==> src/gpio_port_pkg.sv <==
// Package with register map, reset values and modes of the general purpose I/O port
package gpio_port_pkg;
  // ===========================================================================
  // Register byte addresses
  localparam logic [7:0] DATA_OFS  = 8'h00;
  localparam logic [7:0] DIR_OFS   = 8'h04;
  localparam logic [7:0] OPT_OFS   = 8'h08;
  localparam logic [7:0] SENS_OFS  = 8'h0c;
  localparam logic [7:0] IEN_OFS   = 8'h10;
  localparam logic [7:0] PEND_OFS  = 8'h14;
  // ===========================================================================
  // Reset values
  localparam logic [7:0] DATA_RST  = 8'h00;
  localparam logic [7:0] DIR_RST   = 8'h00;
  localparam logic [7:0] OPT_RST   = 8'h00;
  localparam logic [1:0] SENS_RST  = 2'h0;
  localparam logic [7:0] IEN_RST   = 8'hff;
  // ===========================================================================
  // Sensitivity field position and encodings
  localparam int SENS_LSB = 0;
  localparam logic [1:0] SENS_FALL_LOW = 2'h0;
  localparam logic [1:0] SENS_RISE     = 2'h1;
  localparam logic [1:0] SENS_FALL     = 2'h2;
  localparam logic [1:0] SENS_BOTH     = 2'h3;
  // ===========================================================================
  // Bus state
  typedef enum logic [1:0] {
    BUS_IDLE  = 2'b00,
    BUS_WRITE = 2'b01,
    BUS_READ  = 2'b11
  } bus_state_t;
endpackage

==> src/gpio_port.sv <==
// Eight-bit general purpose I/O port with AHB-Lite register access
// ===========================================================================
// Overview of operation
// - Eight pins, each input or output
// - Data latch, direction and option registers
// - Register bit X serves pin X
// - Direction bit 0 makes an input
// - Input bit reads the pin level
// - Data writes always update the latch
// - Option bit picks input mode
// - Interrupt pins raise one shared request
// - Sensitivity programmable in separate register
// - Shared-vector pins combined by NAND
// - Request latch clears on vector fetch
// - Sensitivity change discards pending request
// - Direction bit 1 drives latch out
// - Output bit reads the latch
// - Option bit picks push-pull or open-drain
// - Zero drives low; one high or floats
// - Peripheral claim overrides port pull-up and interrupt settings
// - Peripheral output forces output, its drive
// - Peripheral input pin stays readable
// - Output option 0 open-drain, 1 push-pull
// - Input option 0 floating, 1 pull-up
// - All registers reset to zero except interrupt enable, which resets to all ones
//
// The implementer's own choices: register access over AHB-Lite and the register offsets.
`timescale 1ns/1ps
module gpio_port (
  input  wire logic        CLK_IN,
  input  wire logic        RST_IN,
  input  wire logic        CE_IN,
  input  wire logic        HSEL_IN,
  input  wire logic [31:0] HADDR_IN,
  input  wire logic [1:0]  HTRANS_IN,
  input  wire logic        HWRITE_IN,
  input  wire logic [2:0]  HSIZE_IN,
  input  wire logic [31:0] HWDATA_IN,
  input  wire logic        HREADY_IN,
  output logic      [31:0] HRDATA_OUT,
  output logic             HREADYOUT_OUT,
  output logic             HRESP_OUT,
  input  wire logic [7:0]  PIN_IN,
  output logic      [7:0]  PIN_OUT,
  output logic      [7:0]  PIN_OE_OUT,
  output logic      [7:0]  PULLUP_EN_OUT,
  input  wire logic [7:0]  ALT_CLAIM_IN,
  input  wire logic [7:0]  ALT_OUT_EN_IN,
  input  wire logic [7:0]  ALT_DATA_IN,
  input  wire logic [7:0]  ALT_OPEN_DRAIN_IN,
  output logic      [7:0]  ALT_PIN_LEVEL_OUT,
  input  wire logic        VECTOR_FETCH_IN,
  output logic             EXT_IRQ_OUT
);

  // ===========================================================================
  // State
  typedef struct packed {
    gpio_port_pkg::bus_state_t bus;
    logic [7:0] addr;
    logic [7:0] data;
    logic [7:0] dir;
    logic [7:0] opt;
    logic [1:0] sens;
    logic [7:0] ien;
    logic [7:0] sync1;
    logic [7:0] sync2;
    logic       src_prev;
    logic       pend;
    logic [7:0] rdata;
  } state_t;

  state_t s_q;
  state_t s_d;

  localparam state_t STATE_RST = '{
    bus:      gpio_port_pkg::BUS_IDLE,
    addr:     8'h00,
    data:     gpio_port_pkg::DATA_RST,
    dir:      gpio_port_pkg::DIR_RST,
    opt:      gpio_port_pkg::OPT_RST,
    sens:     gpio_port_pkg::SENS_RST,
    ien:      gpio_port_pkg::IEN_RST,
    sync1:    8'h00,
    sync2:    8'h00,
    src_prev: 1'b1,
    pend:     1'b0,
    rdata:    8'h00
  };

  // ===========================================================================
  // Helpers
  function automatic logic [7:0] read_mux(input logic [7:0] addr,
                                          input logic [7:0] dread,
                                          input state_t     st);
    case (addr)
      gpio_port_pkg::DATA_OFS: read_mux = dread;
      gpio_port_pkg::DIR_OFS:  read_mux = st.dir;
      gpio_port_pkg::OPT_OFS:  read_mux = st.opt;
      gpio_port_pkg::SENS_OFS: read_mux = {6'h00, st.sens};
      gpio_port_pkg::IEN_OFS:  read_mux = st.ien;
      gpio_port_pkg::PEND_OFS: read_mux = {7'h00, st.pend};
      default:                 read_mux = 8'h00;
    endcase
  endfunction

  // ===========================================================================
  // Pin logic
  logic [7:0] irq_pins;
  logic       irq_src;
  logic       irq_event;
  logic [7:0] data_read;
  logic [7:0] drive_val;
  logic [7:0] drive_od;
  logic [7:0] drive_en;

  always_comb begin
    for (int i = 0; i < 8; i++) begin
      if (ALT_CLAIM_IN[i] && ALT_OUT_EN_IN[i]) begin
        drive_en[i]  = 1'b1;
        drive_val[i] = ALT_DATA_IN[i];
        drive_od[i]  = ALT_OPEN_DRAIN_IN[i];
      end else begin
        drive_en[i]  = s_q.dir[i];
        drive_val[i] = s_q.data[i];
        drive_od[i]  = ~s_q.opt[i];
      end
      PIN_OUT[i]    = 1'b0;
      PIN_OE_OUT[i] = 1'b0;
      if (drive_en[i]) begin
        PIN_OUT[i]    = drive_val[i];
        PIN_OE_OUT[i] = ~drive_val[i] | ~drive_od[i];
      end
      PULLUP_EN_OUT[i] = ~drive_en[i] & s_q.opt[i] & ~ALT_CLAIM_IN[i];
      irq_pins[i] = ~s_q.dir[i] & s_q.opt[i] & s_q.ien[i] & ~ALT_CLAIM_IN[i];
    end
    // Input bits show the synchronised pin, output bits the latch
    data_read = (s_q.dir & s_q.data) | (~s_q.dir & s_q.sync2);
    irq_src = ~(&(s_q.sync2 | ~irq_pins));
    if (irq_pins == 8'h00) begin
      irq_src = 1'b0;
    end
  end

  assign ALT_PIN_LEVEL_OUT = s_q.sync2;

  always_comb begin
    case (s_q.sens)
      gpio_port_pkg::SENS_RISE: irq_event = irq_src & ~s_q.src_prev;
      gpio_port_pkg::SENS_FALL: irq_event = ~irq_src & s_q.src_prev;
      gpio_port_pkg::SENS_BOTH: irq_event = irq_src ^ s_q.src_prev;
      default:                  irq_event = ~irq_src;
    endcase
  end

  // ===========================================================================
  // Next state
  logic addr_ok;
  logic wr_data;
  logic wr_sens;

  always_comb begin
    s_d = s_q;
    addr_ok = HSEL_IN & HREADY_IN & HTRANS_IN[1];
    wr_data = 1'b0;
    wr_sens = 1'b0;
    s_d.sync1 = PIN_IN;
    s_d.sync2 = s_q.sync1;
    s_d.src_prev = irq_src;
    // Data phase of previous transfer
    case (s_q.bus)
      gpio_port_pkg::BUS_WRITE: begin
        case (s_q.addr)
          gpio_port_pkg::DATA_OFS: begin
            s_d.data = HWDATA_IN[7:0];
            wr_data = 1'b1;
          end
          gpio_port_pkg::DIR_OFS: s_d.dir = HWDATA_IN[7:0];
          gpio_port_pkg::OPT_OFS: s_d.opt = HWDATA_IN[7:0];
          gpio_port_pkg::SENS_OFS: begin
            s_d.sens = HWDATA_IN[gpio_port_pkg::SENS_LSB +: 2];
            wr_sens = 1'b1;
          end
          gpio_port_pkg::IEN_OFS: s_d.ien = HWDATA_IN[7:0];
          default: ;
        endcase
      end
      default: ;
    endcase
    // Address phase
    s_d.bus = gpio_port_pkg::BUS_IDLE;
    if (addr_ok) begin
      s_d.addr = {HADDR_IN[7:2], 2'b00};
      s_d.bus  = HWRITE_IN ? gpio_port_pkg::BUS_WRITE : gpio_port_pkg::BUS_READ;
      s_d.rdata = read_mux({HADDR_IN[7:2], 2'b00}, data_read, s_q);
    end
    // Request latch: event sets, fetch or sensitivity write clears
    if (VECTOR_FETCH_IN) begin
      s_d.pend = 1'b0;
    end
    if (wr_sens) begin
      s_d.pend = 1'b0;
    end
    if (irq_event && (irq_pins != 8'h00) && !wr_sens) begin
      s_d.pend = 1'b1;
    end
  end

  // ===========================================================================
  // Registers
  always_ff @(posedge CLK_IN or posedge RST_IN) begin
    if (RST_IN) begin
      s_q <= STATE_RST;
    end else if (CE_IN) begin
      s_q <= s_d;
    end
  end

  // ===========================================================================
  // Outputs
  assign HRDATA_OUT    = {24'h000000, s_q.rdata};
  assign HREADYOUT_OUT = 1'b1;
  assign HRESP_OUT     = 1'b0;
  assign EXT_IRQ_OUT   = s_q.pend;

endmodule

==> config.mk <==
export PLATFORM = sky130hd
export DESIGN_NAME = gpio_port
export DESIGN_NICKNAME = d
export VERILOG_FILES = /design/src/gpio_port_pkg.sv /design/src/gpio_port.sv
export SDC_FILE = /design/constraint.sdc
export NUM_CORES = 1
export LEC_CHECK = 0
export BUFFER_PORTS_ARGS = -buffer_cell sky130_fd_sc_hd__buf_2
export CORE_MARGIN = 3
export CORE_UTILIZATION = 51
export DETAILED_ROUTE_END_ITERATION = 8
export PLACE_DENSITY = 0.87
export SLEW_MARGIN = 25
export SYNTH_ARGS = -nofsm -noshare
export SYNTH_HDL_FRONTEND = slang
export SYNTH_SLANG_ARGS = --single-unit
==> constraint.sdc <==
create_clock -name CLK_IN -period 5.2 [get_ports CLK_IN]
set_input_delay 0.78 -clock CLK_IN [delete_from_list [all_inputs] [get_ports CLK_IN]]
set_output_delay 0.78 -clock CLK_IN [all_outputs]
set_load 0.01 [all_outputs]
==> results of run 1 <==
## how the worst max path moves through the flow
stage / startpoint / to / slack (ns) / cells past startpoint
4_1_cts: ALT_CLAIM_IN[4] / EXT_IRQ_OUT$_DFFE_PP0P_ / 2.75 / 11
6_report: ALT_CLAIM_IN[6] / EXT_IRQ_OUT$_DFFE_PP0P_ / 2.74 / 11
2_1_floorplan: RST_IN / ALT_PIN_LEVEL_OUT[0]$_DFFE_PP0P_ / 2.72 / 1
3_5_place_dp: ALT_CLAIM_IN[6] / EXT_IRQ_OUT$_DFFE_PP0P_ / 2.39 / 11
3_3_place_gp: ALT_CLAIM_IN[6] / EXT_IRQ_OUT$_DFFE_PP0P_ / 2.47 / 11
5_1_grt: ALT_CLAIM_IN[4] / EXT_IRQ_OUT$_DFFE_PP0P_ / 2.44 / 11
## state kept, by name, summed over array words and instances (netlist names)
register / cells
s_q: 43
s_d: 8
EXT_IRQ_OUT: 1
ALT_PIN_LEVEL_OUT: 8
HRDATA_OUT: 8
## layer usage
metal  GRT usage  routed length (um)
met1       0.269                3810
met2       0.376                4750
met3      0.0298                 482
met4       0.134                 345
met5           0                   0
## kinds of logic (layout without fill, tap and decap cells)
group           count (synthesis)  count (layout)  share of synthesized area
compound gates                 66              66                      0.103
fa+ha+maj                       2               2                    0.00646
flops                          68              68                      0.442
mux                            52              52                      0.158
simple gates                  123             123                      0.175
other cells                     2              26                    0.00194
buf+inv                        72             141                      0.112
## cells in the final DEF (no fill, tap or decap), types with 2 or more instances in the layout
| master | instances |
|---|---|
| o31ai_1 | 2 |
| conb_1 | 26 |
| o22ai_1 | 5 |
| bufinv_16 | 2 |
| nor3_1 | 2 |
| nor4_1 | 2 |
| ha_1 | 2 |
| inv_1 | 20 |
| nor2_1 | 21 |
| mux2_2 | 42 |
| a21oi_1 | 10 |
| nand2_1 | 45 |
| or4bb_1 | 8 |
| buf_2 | 102 |
| a32o_1 | 6 |
| buf_4 | 2 |
| nor4b_4 | 2 |
| dfrtp_1 | 59 |
| mux2i_1 | 2 |
| nand3_1 | 19 |
| mux2_4 | 8 |
| o21ai_0 | 33 |
| dfstp_2 | 9 |
| nand4_1 | 5 |
| nor3b_1 | 8 |
| clkbuf_8 | 12 |
| a211oi_1 | 6 |
## stage by stage
step,total power [uW],hold WS [ns],area (sq um),instances
6_report,1440,0.476,4490,577
5_1_grt,1500,0.507,4490,577
4_1_cts,1450,0.482,4490,577
3_5_place_dp,940,0.466,4260,561
3_3_place_gp,922,0.458,4260,561
2_1_floorplan,857,0.451,3960,409
## worst max-delay path: stages
cell and delay, ns:
buf_2 0.11, or4bb_1 0.16, o22ai_1 0.09, nor4_1 0.59
inv_1 0.10, ha_1 0.29, nand2_1 0.07, o211ai_1 0.08
o21ai_0 0.08, nand3_1 0.10, o31ai_1 0.26
## report_power, final
part           leakage, uW  internal, uW  total, uW  switching, uW
clock             0.000116           310        510            201
sequential        0.000839           611        698           86.9
combinational      0.00122           117        235            118
## final cells by class
class | instances | area, sq um
Inverter | 21 | 78.8
Tap cell | 99 | 124
Clock inverter | 3 | 67.6
Fill cell | 628 | 2800
Clock buffer | 13 | 169
Timing Repair Buffer | 104 | 526
Multi-Input combinational cell | 269 | 1810
Sequential cell | 68 | 1710
==> impl_metrics.ini, run 1 <==
[timing]
hold_viol = 0
setup_slack_ns = 2.74
slew_viol_final = 0
skew_ns = 0.00688
tns_ns = 0
tightest_slew_ns = 0.844
max_freq_mhz = 407
rsz0062_at_grt = no
setup-violations-final = 0
slew_headroom = 0.437
fin_crit_ns = 2.46
fin_crit_sh = 0.472

[synth]
yosys_most_used_dff = dfrtp_1
synth-seq-cells = 68
synth.top_cell.area_share = 0.381
syn_avg_cell_area_sq_um = 10.1
syn_area_sq_um = 3870
synth_cell_types = 41
netlist_top_cells_area = dfrtp_1, mux2_2, buf_4, dfstp_2, nand2_1
yosysMostFrequentCell = dfrtp_1
synth-edff-count = 0
async_flop_share = 1.00
synth_commonest_cells = dfrtp_1, nand2_1, buf_4, mux2_2, o21ai_0
synthCells = 385
yosys_warnings = 0
synth_top_area_cell = dfrtp_1
ys_seq_area_frac = 0.442

[setup_path]
r2r_setup_slack_ns = 2.78
r2r_end = EXT_IRQ_OUT$_DFFE_PP0P_
cp_data_required_time_ns = 5.46
end_kind = flop
arrival_ns = 2.71
setup.worst_path.class = input port to flop
r2r-start = s_q[36]$_DFFE_PP0P_
ff2ff_path_depth = 10
startpoint_type = input port
worst-path-max-fanout = 4

[flow_run]
maxCapViolations = 0

[die]
rows = 31
core_sq_um = 7290
die_w_um = 93.1
die_h_um = 93.1
io_pins = 183
initial_core_util = 0.531
die_area_sq_um = 8680

[grt]
grt_pass1_vias = 3013
grt_pass1_wl_um = 14800
grt_antenna_before_repair = 0
overflow = 0
grt_max_degree = 69
grt_util_all_layers = 0.222

[cells_and_area]
fin_nets = 591
area.growth.synth_to_final_pct = 16.0
finish.utilization = 0.616
drive_gt1_frac = 0.387
diodes = 0

[clocking]
holdBufCountCts = 0
root_buffer = clkbuf_8
insertion_delay_ns = 0.35
cts_buffers = 9
clk_pin_slew_ns = 0.07
cts_setup_buffers = 0
cts_tree = yes
cts.sinks = 68
cts_buffer_depth = 2
cts_resized = 0
h-tree-depth = 3

[drt]
drt_iter0_drc = 132
postRouteAntennaNets = 0
routed_wl_um = 9390
post_drt_wl_per_cell_um = 16.3
first_pass_iters = 4
route.detailed.drc = 0
vias = 3157
vias_per_cell = 5.47

[hold_path]
hold_start = HRDATA_OUT[5]$_DFFE_PP0P_
min_path_type = flop to flop
min_path_cells = 2
min_to = HRDATA_OUT[5]$_DFFE_PP0P_

[power_and_ir_drop]
power.density_nw_per_um2 = 321
p_leak_uw = 0.00217
vdd_drop_max_v = 0.000136

[placement]
post-place-ws_ns = 2.39
routabilityCongestion = 0.849
io_buffers = 102
dp_hpwl_um = 6940

[outcome]
run_status = completed
Note: power is estimated with default switching activity, not from simulation.
==> run 2, diff against run 1 <==
- CORE_UTILIZATION: 51 -> 47
- PLACE_DENSITY: 0.87 -> 0.81
- clock period: 5.2 -> 2.4 ns (I/O delays scaled with it)
==> run 2 against run 1 <==
Effect of this change:
- cell area is 1.0% higher
- sequential share of layout area down 0.39 points
- final cell count rose by 2.6%
- global-route usage fell by 1.7 points
- clock power up 61%
- worst setup slack worse by 2.6 ns
- count of clock-buffer cells in the layout is 2 lower
- largest power group unchanged
- critical path depth down 1
==> impl_metrics.ini, run 2 (synthesized netlist as in run 1, its figures left out) <==
[timing]
rsz0062_at_grt = no
slew_viol_final = 0
tightest_slew_ns = 0.578
setup_slack_ns = 0.113
setup-violations-final = 0
skew_ns = 0.00925
fin_crit_sh = 0.953
fin_crit_ns = 2.29
max_freq_mhz = 437
slew_headroom = 0.614
tns_ns = 0
hold_viol = 0

[cells_and_area]
drive_gt1_frac = 0.406
n_fill_cell = 704
largest_register_ffs = 43
fin_nets = 603
area.growth.synth_to_final_pct = 17.2
final_cell_mix = buf_2, dfrtp_1, nand2_1
top_register = s_q
diodes = 0
layout_commonest_cell = buf_2

[drt]
route.detailed.drc = 0
postRouteAntennaNets = 0
routed_wl_um = 9400
first_pass_iters = 5
vias = 3171
post_drt_wl_per_cell_um = 15.9
vias_per_cell = 5.36
drt_iter0_drc = 215

[die]
die_h_um = 96.8
die_w_um = 96.8
rows = 32
die_area_sq_um = 9360
initial_core_util = 0.493
core_sq_um = 7850
io_pins = 183

[setup_path]
startpoint_type = flop
worst-path-max-fanout = 3
end_kind = flop
cp_data_required_time_ns = 2.65
arrival_ns = 2.54
setup.worst_path.class = flop to flop

[clocking]
root_buffer = clkbuf_8
holdBufCountCts = 0
cts.sinks = 68
cts_buffer_depth = 2
cts_buffers = 9
cts_setup_buffers = 0
h-tree-depth = 3
cts_tree = yes
clk_pin_slew_ns = 0.08
insertion_delay_ns = 0.34

[grt]
grt_util_all_layers = 0.205
grt_pass1_vias = 3163
grt_pass1_wl_um = 15500
grt_antenna_before_repair = 0
overflow = 0
grt_max_degree = 43

[power_and_ir_drop]
p_leak_uw = 0.00221
vdd_drop_max_v = 0.000331
total_power_uw = 2850
power.density_nw_per_um2 = 629

[outcome]
run_status = completed

[placement]
routabilityCongestion = 0.866
io_buffers = 102
post-place-ws_ns = 0.0983
dp_hpwl_um = 7170

[hold_path]
min_path_type = input port to asynchronous set/reset pin

[flow_run]
maxCapViolations = 0
## run 2: cell count changes in the layout (fill, tap and decap cells not counted), sizes merged
cell and change:
bufinv -2, buf +12, clkbuf -2, clkinv +4
## run 2: per-stage QoR
step	hold WS (ns)	cell area [sq um]	std cells	utilization
after floorplan	0.451	3960	409	-
after global placement	0.448	4360	576	0.556
after detailed placement	0.450	4360	576	0.556
after CTS	0.0788	4530	592	0.577
after global routing	0.110	4540	592	0.578
final	0.0772	4540	592	0.578
## run 2: repair_timing
item,in CTS,in global routing
resized for setup,0,2
setup endpoints to repair,0,1
hold endpoints to repair,0,0
## run 2: layout make-up
class                      instances  area (sq um)  share of cell area
timing repair buffer             116           628               0.138
clock inverter                     5          27.5             0.00607
inverter                          21          78.8              0.0174
multi-input combinational        269          1820               0.401
sequential                        68          1710               0.377
clock buffer                      11           141              0.0312
tap                              102           128              0.0281
## run 2: metal layers
layer	share of wire	GRT usage	vias to the layer above	routed length, um
li1	-	-	1489	-
met1	0.41	0.264	1539	3830
met2	0.50	0.335	123	4730
met3	0.066	0.0447	20	616
met4	0.024	0.0821	0	222
met5	0	0	-	0
## run 2: path summary, 6_finish.rpt
kind,from,end,slack [ns],depth (start not counted)
max,s_q[33]$_DFFE_PP1P_,EXT_IRQ_OUT$_DFFE_PP0P_,0.11,10
min,RST_IN,ALT_PIN_LEVEL_OUT[6]$_DFFE_PP0P_,0.08,2
max reg2reg,s_q[33]$_DFFE_PP1P_,EXT_IRQ_OUT$_DFFE_PP0P_,0.11,10
min reg2reg,HRDATA_OUT[5]$_DFFE_PP0P_,HRDATA_OUT[5]$_DFFE_PP0P_,0.47,2
max in group asynchronous,RST_IN,s_q[27]$_DFFE_PP1P_,1.63,3
min in group CLK_IN,HWRITE_IN,s_q[69]$_DFFE_PP0P_,0.21,2
## run 2: power breakdown
| group | total [uW] | leakage [uW] | internal, uW | switching (uW) |
|---|---|---|---|---|
| Clock | 820 | 0.0000889 | 396 | 425 |
| Sequential | 1500 | 0.000839 | 1320 | 178 |
| Combinational | 530 | 0.00128 | 268 | 263 |
| Total | 2850 | 0.00221 | 1990 | 865 |
## run 2: worst max-delay path: stages (launching register included)
cell,delay [ns]
dfstp_2,0.54
or4bb_4,0.56
o22ai_1,0.17
nor4_1,0.09
inv_1,0.06
ha_1,0.22
nand2_1,0.07
o211ai_1,0.08
o21ai_0,0.09
nand3_1,0.10
o31ai_1,0.21
